### config.mk
export PLATFORM = sky130hd
export DESIGN_NAME = pio_card
export DESIGN_NICKNAME = d
export VERILOG_FILES = /design/src/hdl/pio_pkg.sv /design/src/hdl/pio_card.sv /design/src/hdl/pio_timer.sv
export SDC_FILE = /design/constraint.sdc
export NUM_CORES = 1
export LEC_CHECK = 0
export ABC_AREA = 1
export BUFFER_PORTS_ARGS = -buffer_cell sky130_fd_sc_hd__buf_2
export CAP_MARGIN = 40
export CELL_PAD_IN_SITES_DETAIL_PLACEMENT = 0
export CELL_PAD_IN_SITES_GLOBAL_PLACEMENT = 1
export CORE_MARGIN = 1
export CORE_UTILIZATION = 47
export DETAILED_ROUTE_END_ITERATION = 6
export GPL_ROUTABILITY_DRIVEN = 0
export PLACE_DENSITY_LB_ADDON = 0.08
export SLEW_MARGIN = 25
export SYNTH_ARGS = -nofsm -noshare
export SYNTH_HDL_FRONTEND = slang
export SYNTH_SLANG_ARGS = --single-unit
### constraint.sdc
create_clock -name mclk_in -period 8.35 [get_ports mclk_in]
set_input_delay 1.67 -clock mclk_in [delete_from_list [all_inputs] [get_ports mclk_in]]
set_output_delay 1.67 -clock mclk_in [all_outputs]
set_load 0.02 [all_outputs]
### src/hdl/pio_pkg.sv
package pio_pkg;

  localparam int          ADDR_W        = 10;
  localparam int          DATA_W        = 8;
  localparam int          SW_W          = 6;
  localparam int          WIN_SIZE      = 16;
  localparam logic [9:0]  RANGE_LO      = 10'h200;
  localparam logic [9:0]  RANGE_HI      = 10'h3FF;
  localparam logic [5:0]  SW_DEFAULT    = 6'h30;

  localparam logic [3:0]  OFS_PORT_A    = 4'h0;
  localparam logic [3:0]  OFS_PORT_B    = 4'h1;
  localparam logic [3:0]  OFS_XFER_CTL  = 4'h2;
  localparam logic [3:0]  OFS_IRQ_CTL   = 4'h3;
  localparam logic [3:0]  OFS_CNT0      = 4'h4;
  localparam logic [3:0]  OFS_CNT1      = 4'h5;
  localparam logic [3:0]  OFS_CNT2      = 4'h6;
  localparam logic [3:0]  OFS_CNT_CTL   = 4'h7;
  localparam logic [3:0]  OFS_XFER_CHAN = 4'h8;
  localparam logic [3:0]  OFS_IRQ_LINE  = 4'h9;
  localparam logic [3:0]  OFS_IRQ_STATE = 4'hA;

  localparam int          XC_DIR_A      = 0;
  localparam int          XC_DIR_B      = 1;
  localparam int          XC_WORD       = 2;
  localparam int          XC_SRC        = 3;
  localparam int          XC_AUX1       = 4;
  localparam int          XC_AUX2       = 5;
  localparam int          XC_ENABLE     = 7;
  localparam logic [7:0]  XC_RD_MASK    = 8'hBF;

  localparam int          IC_EDGE       = 0;
  localparam int          IC_AUX3       = 3;
  localparam int          IC_ENABLE     = 7;
  localparam logic [7:0]  IC_RD_MASK    = 8'h8F;

  localparam logic [7:0]  CTL_RESET     = 8'h00;
  localparam logic [7:0]  DATA_RESET    = 8'h00;
  localparam logic [7:0]  TIMER_RELOAD  = 8'h02;

  typedef struct packed {
    logic       rd;
    logic       wr;
    logic [3:0] ofs;
    logic [7:0] wdata;
  } pio_acc_t;

  typedef struct packed {
    logic dir_a;
    logic dir_b;
    logic aux1;
    logic aux2;
    logic aux3;
  } pio_pins_t;

endpackage : pio_pkg

### src/hdl/pio_card.sv
// Contract
// - Answer sixteen addresses from base only.
// - Base from six switches, default 300h.
// - Decode only inside 200h to 3FFh.
// - Interrupt edge polarity chosen by control bit.
// - Request rising edge starts transfer if enabled; the code also requires the source bit clear.
// - Acknowledge low until host transfer completes.
// - Timer pin gives pulse or square wave.
// - Low gate holds timer; open gate counts.
// - Spare control bits drive three aux pins.
// - Direction pin high for output port.
// - Offsets 0-3 ports and control registers.
// - Offsets 4-7 counters, control and status.
// - Offsets 8-A levels and status; rest unused.
// - Reset clears transfer and interrupt control.
// - Transfer request line tristated while disabled.
module pio_card
(
  input  wire logic        mclk_in,
  input  wire logic        rst_n_in,
  input  wire logic [9:0]  io_addr_in,
  input  wire logic        io_rd_in,
  input  wire logic        io_wr_in,
  input  wire logic [7:0]  io_wdata_in,
  input  wire logic [5:0]  base_sw_in,
  input  wire logic        dma_ack_in,
  input  wire logic        dma_tc_in,
  input  wire logic [7:0]  port_a_lines_in,
  input  wire logic [7:0]  port_b_lines_in,
  input  wire logic        irq_pin_in,
  input  wire logic        transfer_request_in,
  input  wire logic        timer_gate_in,
  output logic [7:0]       io_rdata_out,
  output logic             io_rdata_oe_out,
  output logic             dma_req_out,
  output logic             dma_req_oe_out,
  output logic             irq_out,
  output logic             irq_oe_out,
  output logic [7:0]       port_a_lines_out,
  output logic [7:0]       port_b_lines_out,
  output logic             transfer_ack_out,
  output logic             timer_out,
  output logic             dir_a_out,
  output logic             dir_b_out,
  output logic [2:0]       aux_out
);

  logic             rst_s1_ff;
  logic             rst_s2_ff;
  logic             rst_n;
  logic [5:0]       base_ff;
  logic             base_ld_ff;
  pio_pkg::pio_acc_t acc;
  logic             hit;
  logic [7:0]       port_a_ff;
  logic [7:0]       port_b_ff;
  logic [7:0]       xfer_ctl_ff;
  logic [7:0]       irq_ctl_ff;
  logic [7:0]       cnt_reg_ff [3];
  logic [7:0]       cnt_ctl_ff;
  logic [7:0]       xfer_chan_ff;
  logic [7:0]       irq_line_ff;
  logic             irq_pend_ff;
  logic             irq_prev_ff;
  logic             req_prev_ff;
  logic             ack_ff;
  logic             dma_req_ff;
  logic [7:0]       rdata_ff;
  logic             rdata_oe_ff;
  logic             timer_ff;
  logic             tmr_pulse;
  logic [7:0]       tmr_count;
  logic             tmr_load;
  logic [7:0]       tmr_reload;
  logic             irq_edge;
  logic             req_rise;
  logic             dir_a;
  logic             dir_b;

  always_ff @(posedge mclk_in or negedge rst_n_in)
  begin
    if (!rst_n_in)
    begin
      rst_s1_ff <= 1'b0;
      rst_s2_ff <= 1'b0;
    end
    else
    begin
      rst_s1_ff <= 1'b1;
      rst_s2_ff <= rst_s1_ff;
    end
  end
  assign rst_n = rst_s2_ff;

  // The switch is captured after reset release, never at the asynchronous edge.
  always_ff @(posedge mclk_in or negedge rst_n)
  begin
    if (!rst_n)
    begin
      base_ff    <= pio_pkg::SW_DEFAULT;
      base_ld_ff <= 1'b0;
    end
    else if (!base_ld_ff)
    begin
      base_ff    <= base_sw_in;
      base_ld_ff <= 1'b1;
    end
  end

  function automatic logic in_window(input logic [9:0] a, input logic [5:0] b);
    in_window = (a >= pio_pkg::RANGE_LO) && (a <= pio_pkg::RANGE_HI) && (a[9:4] == b);
  endfunction : in_window

  assign hit       = base_ld_ff && in_window(io_addr_in, base_ff);
  assign acc.rd    = hit && io_rd_in;
  assign acc.wr    = hit && io_wr_in;
  assign acc.ofs   = io_addr_in[3:0];
  assign acc.wdata = io_wdata_in;

  assign dir_a = xfer_ctl_ff[pio_pkg::XC_DIR_A];
  // Word mode ties port B direction to port A.
  assign dir_b = xfer_ctl_ff[pio_pkg::XC_WORD] ? dir_a : xfer_ctl_ff[pio_pkg::XC_DIR_B];

  always_ff @(posedge mclk_in or negedge rst_n)
  begin
    if (!rst_n)
    begin
      xfer_ctl_ff <= pio_pkg::CTL_RESET;
      irq_ctl_ff  <= pio_pkg::CTL_RESET;
    end
    else if (acc.wr)
    begin
      if (acc.ofs == pio_pkg::OFS_XFER_CTL)
        xfer_ctl_ff <= acc.wdata;
      if (acc.ofs == pio_pkg::OFS_IRQ_CTL)
        irq_ctl_ff <= acc.wdata;
    end
  end

  always_ff @(posedge mclk_in or negedge rst_n)
  begin
    if (!rst_n)
    begin
      port_a_ff    <= pio_pkg::DATA_RESET;
      port_b_ff    <= pio_pkg::DATA_RESET;
      xfer_chan_ff <= pio_pkg::DATA_RESET;
      irq_line_ff  <= pio_pkg::DATA_RESET;
      cnt_ctl_ff   <= pio_pkg::DATA_RESET;
      for (int i = 0; i < 3; i++)
        cnt_reg_ff[i] <= pio_pkg::TIMER_RELOAD;
    end
    else if (acc.wr)
    begin
      unique case (acc.ofs)
        pio_pkg::OFS_PORT_A:    port_a_ff    <= acc.wdata;
        pio_pkg::OFS_PORT_B:    port_b_ff    <= acc.wdata;
        pio_pkg::OFS_CNT0:      cnt_reg_ff[0] <= acc.wdata;
        pio_pkg::OFS_CNT1:      cnt_reg_ff[1] <= acc.wdata;
        pio_pkg::OFS_CNT2:      cnt_reg_ff[2] <= acc.wdata;
        pio_pkg::OFS_CNT_CTL:   cnt_ctl_ff   <= acc.wdata;
        pio_pkg::OFS_XFER_CHAN: xfer_chan_ff <= acc.wdata;
        pio_pkg::OFS_IRQ_LINE:  irq_line_ff  <= acc.wdata;
        default:                ;
      endcase
    end
  end

  assign irq_edge = irq_ctl_ff[pio_pkg::IC_EDGE] ? (irq_pin_in && !irq_prev_ff)
                                                 : (!irq_pin_in && irq_prev_ff);

  // Reading interrupt status clears the pending flag, but a new edge wins.
  always_ff @(posedge mclk_in or negedge rst_n)
  begin
    if (!rst_n)
    begin
      irq_prev_ff <= 1'b0;
      irq_pend_ff <= 1'b0;
    end
    else
    begin
      irq_prev_ff <= irq_pin_in;
      if (irq_edge)
        irq_pend_ff <= 1'b1;
      else if (acc.rd && acc.ofs == pio_pkg::OFS_IRQ_STATE)
        irq_pend_ff <= 1'b0;
    end
  end

  assign req_rise = transfer_request_in && !req_prev_ff;

  always_ff @(posedge mclk_in or negedge rst_n)
  begin
    if (!rst_n)
    begin
      req_prev_ff <= 1'b0;
      // The acknowledge pin idles high, so its flip-flop resets to one.
      ack_ff      <= 1'b1;
      dma_req_ff  <= 1'b0;
    end
    else
    begin
      req_prev_ff <= transfer_request_in;
      if (!xfer_ctl_ff[pio_pkg::XC_ENABLE])
      begin
        ack_ff     <= 1'b1;
        dma_req_ff <= 1'b0;
      end
      else if (ack_ff && req_rise && !xfer_ctl_ff[pio_pkg::XC_SRC])
      begin
        ack_ff     <= 1'b0;
        dma_req_ff <= 1'b1;
      end
      else if (!ack_ff && dma_ack_in)
      begin
        ack_ff     <= 1'b1;
        dma_req_ff <= 1'b0;
      end
    end
  end

  // A write must load the new value at once; the stored copy only updates on that same edge.
  assign tmr_load   = acc.wr && (acc.ofs == pio_pkg::OFS_CNT0);
  assign tmr_reload = tmr_load ? acc.wdata : cnt_reg_ff[0];

  // Only the first counter is wired to a pin; the others are plain storage.
  pio_timer u_timer
  (
    .clk_in    (mclk_in),
    .rst_n_in  (rst_n),
    .gate_in   (timer_gate_in),
    .load_in   (tmr_load),
    .reload_in (tmr_reload),
    .square_in (cnt_ctl_ff[1]),
    .pulse_out (tmr_pulse),
    .count_out (tmr_count)
  );

  always_ff @(posedge mclk_in or negedge rst_n)
  begin
    if (!rst_n)
      timer_ff <= 1'b0;
    else
      timer_ff <= tmr_pulse;
  end

  function automatic logic [7:0] read_mux(input logic [3:0] ofs);
    unique case (ofs)
      pio_pkg::OFS_PORT_A:    read_mux = dir_a ? port_a_ff : port_a_lines_in;
      pio_pkg::OFS_PORT_B:    read_mux = dir_b ? port_b_ff : port_b_lines_in;
      pio_pkg::OFS_XFER_CTL:  read_mux = xfer_ctl_ff & pio_pkg::XC_RD_MASK;
      pio_pkg::OFS_IRQ_CTL:   read_mux = irq_ctl_ff & pio_pkg::IC_RD_MASK;
      pio_pkg::OFS_CNT0:      read_mux = tmr_count;
      pio_pkg::OFS_CNT1:      read_mux = cnt_reg_ff[1];
      pio_pkg::OFS_CNT2:      read_mux = cnt_reg_ff[2];
      pio_pkg::OFS_CNT_CTL:   read_mux = {timer_ff, timer_gate_in, cnt_ctl_ff[5:0]};
      pio_pkg::OFS_XFER_CHAN: read_mux = xfer_chan_ff;
      pio_pkg::OFS_IRQ_LINE:  read_mux = irq_line_ff;
      pio_pkg::OFS_IRQ_STATE: read_mux = {7'h00, irq_pend_ff};
      default:                read_mux = 8'h00;
    endcase
  endfunction : read_mux

  always_ff @(posedge mclk_in or negedge rst_n)
  begin
    if (!rst_n)
    begin
      rdata_ff    <= 8'h00;
      rdata_oe_ff <= 1'b0;
    end
    else
    begin
      rdata_ff    <= read_mux(acc.ofs);
      rdata_oe_ff <= acc.rd && (acc.ofs <= pio_pkg::OFS_IRQ_STATE);
    end
  end

  always_ff @(posedge mclk_in or negedge rst_n)
  begin
    if (!rst_n)
    begin
      port_a_lines_out <= 8'h00;
      port_b_lines_out <= 8'h00;
      dir_a_out        <= 1'b0;
      dir_b_out        <= 1'b0;
      aux_out          <= 3'h0;
      irq_out          <= 1'b0;
      irq_oe_out       <= 1'b0;
      dma_req_oe_out   <= 1'b0;
    end
    else
    begin
      port_a_lines_out <= port_a_ff;
      port_b_lines_out <= port_b_ff;
      dir_a_out        <= dir_a;
      dir_b_out        <= dir_b;
      aux_out          <= {irq_ctl_ff[pio_pkg::IC_AUX3], xfer_ctl_ff[pio_pkg::XC_AUX2],
                           xfer_ctl_ff[pio_pkg::XC_AUX1]};
      irq_out          <= irq_pend_ff;
      irq_oe_out       <= irq_ctl_ff[pio_pkg::IC_ENABLE];
      dma_req_oe_out   <= xfer_ctl_ff[pio_pkg::XC_ENABLE];
    end
  end

  assign io_rdata_out     = rdata_ff;
  assign io_rdata_oe_out  = rdata_oe_ff;
  assign dma_req_out      = dma_req_ff;
  assign transfer_ack_out = ack_ff;
  assign timer_out        = timer_ff;
endmodule : pio_card

### src/hdl/pio_timer.sv
module pio_timer
(
  input  wire logic       clk_in,
  input  wire logic       rst_n_in,
  input  wire logic       gate_in,
  input  wire logic       load_in,
  input  wire logic [7:0] reload_in,
  input  wire logic       square_in,
  output logic            pulse_out,
  output logic [7:0]      count_out
);

  logic [7:0] cnt_ff;
  logic       out_ff;

  // A low gate holds the count where it is; only a load can change it then.
  always_ff @(posedge clk_in or negedge rst_n_in)
  begin
    if (!rst_n_in)
      cnt_ff <= pio_pkg::DATA_RESET;
    else if (load_in)
      cnt_ff <= reload_in;
    else if (gate_in)
    begin
      if (cnt_ff <= 8'h01)
        cnt_ff <= reload_in;
      else
        cnt_ff <= cnt_ff - 8'h01;
    end
  end

  always_ff @(posedge clk_in or negedge rst_n_in)
  begin
    if (!rst_n_in)
      out_ff <= 1'b0;
    else if (!gate_in)
      out_ff <= square_in ? out_ff : 1'b0;
    else if (cnt_ff <= 8'h01)
      out_ff <= square_in ? ~out_ff : 1'b1;
    else
      out_ff <= square_in ? out_ff : 1'b0;
  end

  assign pulse_out = out_ff;
  assign count_out = cnt_ff;

endmodule : pio_timer

### Word-level counts from Yosys, hierarchy flattened

Cells that the tools add are included.

| word-level totals | value |
|---|---|
| bits in registers | 135 |
| input bits | 49 |

| cells by class | value |
|---|---|
| muxes and demuxes | 21 |
| equal/unequal tests | 12 |
| order comparisons | 4 |
| bitwise gates (word level) | 1 |
| add/subtract/negate cells | 1 |
| reduce and logical (&&, ||, !) cells | 32 |

Operators by type and width:

| operator | number |
|---|---|
| case mux 8 bit (11 select lines) | 1 |
| two-way mux 8 bit | 6 |
| AND reduction 2 bit | 10 |
| == test 4 x 3 -> 1 bit (second input constant) | 4 |
| logical AND 1 bit | 14 |
| two-way mux 1 bit | 14 |
| == test 4 bit (second input constant) | 3 |
| greater-or-equal comparator 10 bit (second input constant) | 1 |
| <= comparator 10 bit (second input constant) | 1 |
| == test 4 x 2 -> 1 bit (second input constant) | 2 |
| <= comparator 8 x 1 -> 1 bit (second input constant) | 1 |
| subtractor 8 x 1 -> 8 bit (second input constant) | 1 |
| == test 6 bit | 1 |
| zero test 1 bit | 5 |
| == test 4 x 1 -> 1 bit (second input constant) | 1 |
| <= comparator 4 bit (second input constant) | 1 |
| zero test 4 bit | 1 |
| nonzero test 2 bit | 2 |
| != test 3 x 1 -> 1 bit (second input constant) | 1 |
| NOT 1 bit | 1 |

### Depth between registers and ports, before layout

| depth | value |
|---|---|
| depth after elaboration | 10 |
| gate-level depth with buffers | 14 |

### Modules after synthesis

A second synthesis with hierarchy kept.

| second synthesis, totals | value |
|---|---|
| cells, all modules | 762 |
| area total of the unflattened synthesis | 6,233.5 um^2 |

Modules (own cells, without submodules):

| module | instances | sequential area each (um^2) | cells each | area an instance (um^2) |
|---|---|---|---|---|
| pio_card | 1 | 3,060.4 | 651 | 5,554.1 |
| pio_timer | 1 | 225.2 | 111 | 679.4 |

### Worst setup path after synthesis

No wires, ideal clock.

| timing path | value |
|---|---|
| path kind | input -> register |
| start | in io_addr_in[7] |
| end | reg port_a_ff[2] |
| cell stages on the path | 13 |
| data required time | 8,231 ps |
| buffers on the path | 2 |
| setup time | 119 ps |
| slack | 5,543 ps |
| arrival | 2,688 ps |
| path through | inv_1 > nand2_1 > nand2_1 > nor2_1 > nand2_2 > nor2_4 > nand2_4 > buf_12 > clkinv_4 > nand2_4 > buf_6 > nand2_2 > o21ai_2 |

| on the way | value |
|---|---|
| word-level cells in the longest chain between the ends | 6 |
| elaborated cells between the ends (all ways) | 8 |

RTL lines:

| item | line | RTL |
|---|---|---|
| start: declaration | pio_card.sv:21 | `input wire logic [9:0] io_addr_in,` |
| greater-or-equal comparator 10 bit / <= comparator 10 bit (equally long branches) | pio_card.sv:111 | `in_window = (a >= pio_pkg::RANGE_LO) && (a <= pio_pkg::RANGE_HI) && (a[9:4] == b);` |
| logical AND 1 bit | pio_card.sv:111 |  |
| logical AND 1 bit * | pio_card.sv:111 |  |
| logical AND 1 bit * | pio_card.sv:114 | `assign hit = base_ld_ff && in_window(io_addr_in, base_ff);` |
| logical AND 1 bit * | pio_card.sv:116 | `assign acc.wr = hit && io_wr_in;` |
| AND reduction 2 bit (no line) * | n/a |  |
| end signal: assignment | pio_card.sv:144 | `port_a_ff <= pio_pkg::DATA_RESET;` |
| end signal: assignment | pio_card.sv:155 | `pio_pkg::OFS_PORT_A: port_a_ff <= acc.wdata;` |
| end: declaration | pio_card.sv:55 | `logic [7:0] port_a_ff;` |

Every way passes the cells marked *; elsewhere a longest branch is shown, timed or not.
A chain may end at the register's enable or synchronous reset.

### Worst setup path after layout

| timing path | value |
|---|---|
| start | in io_addr_in[1] |
| end | reg u_timer.cnt_ff[7] (netlist: u_timer.count_out[7]) |

| on the way | value |
|---|---|
| word-level cells in the longest chain between the ends | 10 |
| elaborated cells between the ends (all ways) | 13 |

RTL lines:

| item | line | RTL |
|---|---|---|
| greater-or-equal comparator 10 bit / <= comparator 10 bit (equally long branches) | pio_card.sv:111 |  |
| logical AND 1 bit (2 in a row) | pio_card.sv:111 |  |
| logical AND 1 bit | pio_card.sv:114 |  |
| logical AND 1 bit | pio_card.sv:116 |  |
| logical AND 1 bit * | pio_card.sv:222 | `assign tmr_load = acc.wr && (acc.ofs == pio_pkg::OFS_CNT0);` |
| two-way mux 8 bit | pio_card.sv:223 | `assign tmr_reload = tmr_load ? acc.wdata : cnt_reg_ff[0];` |
| two-way mux 8 bit | pio_timer.sv:25 | `if (cnt_ff <= 8'h01)` |
| two-way mux 8 bit | pio_timer.sv:23 | `else if (gate_in)` |
| two-way mux 8 bit | pio_timer.sv:21 | `else if (load_in)` |
| end signal: assignment | pio_timer.sv:20 | `cnt_ff <= pio_pkg::DATA_RESET;` |
| end signal: assignment | pio_timer.sv:22 | `cnt_ff <= reload_in;` |
| end signal: assignment | pio_timer.sv:26 | `cnt_ff <= reload_in;` |
| end: declaration | pio_timer.sv:13 | `logic [7:0] cnt_ff;` |

Every way passes the cells marked *; elsewhere a longest branch is shown, timed or not. The select of a mux whose other input is x is not followed.

==> impl_metrics.tcl <==
set metrics [dict create \
    status "complete, no violations" \
    clk_path_buf_depth 2 \
    fmax_mhz 309 \
    p_total_mw 1.68 \
    start_kind "input pin" \
    grt_pass1_wl_um 23800 \
    drt_iter0_markers 292 \
    avgSynthCellArea_sq_um 9.14 \
    cts-buffers-inserted 17 \
    postCtsSetupBuffers 0 \
    ys_ff_latch 131 \
    cap_violations 0 \
    worst_clock_skew_ps 7.70 \
    cts.repair.resized 0 \
    drive_gt1_share_pct 21.9 \
    place_inst 851 \
    postCtsHoldBufs 0 \
    power.density_mw_per_mm2 245 \
    tritoncts "done" \
    final_cells 883 \
    antenna_found_initial 0 \
    slowest_stage "inv_1" \
    postPlaceCellArea_sq_mm 0.00629 \
    cts.clk_slew.worst_paths_ps 60 \
    first_global_vias 4408 \
    clk_latency_ps 420 \
    pin_count 85 \
    relSlewSlack_pct 53.1 \
    rows 40 \
    htree_levels 4 \
    initial_core_util_pct 48.2 \
    cp_common_cell "nand2_1" \
    cts.sinks 131 \
    die_h_um 113 \
    synth_area_leaders "dfrtp_1 54%, nand2_1 11%, o21ai_0 5.4%" \
    tightestPinTransition_ps 704 \
    fin_area_sq_mm 0.00689 \
    root_buffer "clkbuf_16" \
    grt_max_degree 55 \
    synthFlopType "dfrtp_1" \
    hp-class "flip-flop to asynchronous set/reset pin" \
    area_delta_synth_final_pct 18.9 \
    rsz0062_at_grt "false" \
    overflow 0 \
    hpwl_um 10400 \
    track_usage_pct 25.4 \
    crit_required_ps 8660 \
    dr.pass1.iters 5 \
    setup_viol 0 \
    cp_cell_sequence "buf_2, nor2_1, nand2_1, inv_1, nand3_2, nand2_1, inv_2, nand2_1, nand2_1, inv_1, nand2_1" \
    finalCritPeriodShare_pct 38.7 \
    antenna_left 0 \
    ys_seq_area_share_pct 56.7 \
    leakagePower_nw 3.62 \
    die_w_um 113 \
    synth.most_common_cell "nand2_1" \
    yosysTopAreaCellShare_pct 54.0 \
    drc 0 \
    yosysWarnings 0 \
    syn_area_sq_mm 0.00579 \
    synth_commonest_cells "169 x nand2_1, 125 x dfrtp_1, 82 x inv_1" \
    final-max-slew-violation-count 0 \
    via_count 4592 \
    synth_area_leader_cell "dfrtp_1" \
    synth_edf_count 0 \
    n_antenna_cell 0 \
    cp_max_fo 15 \
    tns_ps 0 \
    async_flop_share_pct 100 \
    cpPeakStageDelay_ps 340 \
    routed_wl_um 14800 \
    arrival_ps 3540 \
    end_kind "flip-flop" \
    portBuffers 83 \
    worstSetupPathType "input pin to flip-flop" \
    fin_crit_ps 3230 \
    routedWlPerCell_um 16.7 \
    finalHoldViolations 0 \
    vias_per_cell 5.20 \
    yosysUniqueCellTypes 41 \
    die_area_sq_mm 0.0128 \
    layout.nets 774 \
    max-vdd-ir-drop_uv 123 \
    core_sq_mm 0.0120 \
    syn_inst 634 \
]
critical path: cells and delay by family:
family	cells	cell delay, ps
buf+inv	4	630
simple gates	7	1220
area by class of cell:
type / count / area (sq um)
timing repair buffer: 86 / 450
inverter: 86 / 328
tap: 147 / 184
multi-input combinational: 401 / 2040
sequential: 131 / 3290
clock inverter: 14 / 164
clock buffer: 18 / 429
fill: 1119 / 5130
cell usage in the layout (no fill, tap or decap), types with 2 or more instances in the layout:
| cell type | Yosys | layout |
|---|---|---|
| xor2_1 | 2 | 2 |
| nor2_4 | 4 | 4 |
| o21ai_0 | 63 | 63 |
| o22ai_1 | 12 | 12 |
| nand2_1 | 169 | 169 |
| buf_4 | 1 | 2 |
| conb_1 | 1 | 2 |
| nor2_1 | 36 | 36 |
| nor2_8 | 4 | 4 |
| inv_2 | 2 | 2 |
| inv_1 | 82 | 82 |
| o21ai_1 | 3 | 3 |
| nor2_2 | 2 | 2 |
| o211ai_1 | 6 | 6 |
| ha_1 | 2 | 2 |
| clkinv_4 | 1 | 2 |
| a211oi_1 | 5 | 5 |
| nand4_1 | 4 | 4 |
| a21oi_1 | 30 | 30 |
| clkinvlp_4 | 0 | 6 |
| a221oi_1 | 4 | 4 |
| nand3_1 | 18 | 18 |
| nor3_1 | 3 | 3 |
| dfrtp_1 | 125 | 124 |
| nand2_2 | 7 | 7 |
| bufinv_16 | 0 | 3 |
| dfstp_2 | 6 | 6 |
| clkbuf_16 | 0 | 17 |
| mux2_2 | 3 | 3 |
| o21ai_2 | 10 | 10 |
| clkinv_2 | 0 | 4 |
| nand2_4 | 2 | 2 |
| xnor2_1 | 3 | 3 |
| buf_2 | 5 | 83 |
power by group:
group / total, mW / internal, mW / switching (mW) / leakage (nW)
clock network: 0.745 / 0.466 / 0.279 / 0.274
registers: 0.709 / 0.674 / 0.0351 / 1.49
logic: 0.230 / 0.0842 / 0.146 / 1.85
routing by layer:
metal | global-route usage [%] | routed length, um | part of all wire (%) | vias to the layer above
li1 | - | - | - | 2227
met1 | 34.9 | 6790 | 46 | 2214
met2 | 39.7 | 7000 | 47 | 134
met3 | 5.89 | 717 | 4.9 | 17
met4 | 9.30 | 246 | 1.7 | 0
met5 | 0 | 0 | 0 | -
flip-flops by register name, summed over array words and instances (netlist names), 7 cells and up:
register and cells:
io_rdata_out 8, xfer_chan_ff 8, port_b_lines_out 8, u_timer.count_out 8, cnt_reg_ff 24, xfer_ctl_ff 7, port_a_ff 8, port_b_ff 8
irq_line_ff 8, port_a_lines_out 8
metrics by stage:
stage / utilization (%) / setup WS (ps) / hold WS [ps]
after floorplan: - / 4440 / 331
after global placement: 52.2 / 4730 / 343
after detailed placement: 52.4 / 4710 / 293
after CTS: 57.3 / 5150 / 302
after global routing: 57.3 / 4920 / 321
final: 57.3 / 5120 / 273
final timing paths:
kind | from | to | slack (ps) | cells past startpoint
max in group asynchronous | rst_n | cnt_reg_ff[15] | 6720 | 2
max reg2reg | base_ld_ff | u_timer.count_out[7] | 6160 | 13
max | io_addr_in[1] | u_timer.count_out[7] | 5120 | 11
min in group mclk_in | rst_s1_ff | rst_n | 360 | 0
min | rst_n | cnt_reg_ff[16] | 270 | 0
min reg2reg | rst_n | cnt_reg_ff[16] | 270 | 0
cell families (layout without fill, tap and decap cells):
kind of cell	count (synthesis)	after routing	synth area share (%)
multiplexers	3	3	0.583
buffers and inverters	103	204	8.12
other	1	2	0.0647
AO/OA/AOI/OAI	139	139	14.1
AND/OR/NAND/NOR	250	250	19.2
XOR/XNOR	5	5	0.756
adder cells (fa/ha/maj)	2	2	0.432
flip-flops	131	131	56.7
Note: power is estimated with default switching activity, not from simulation.
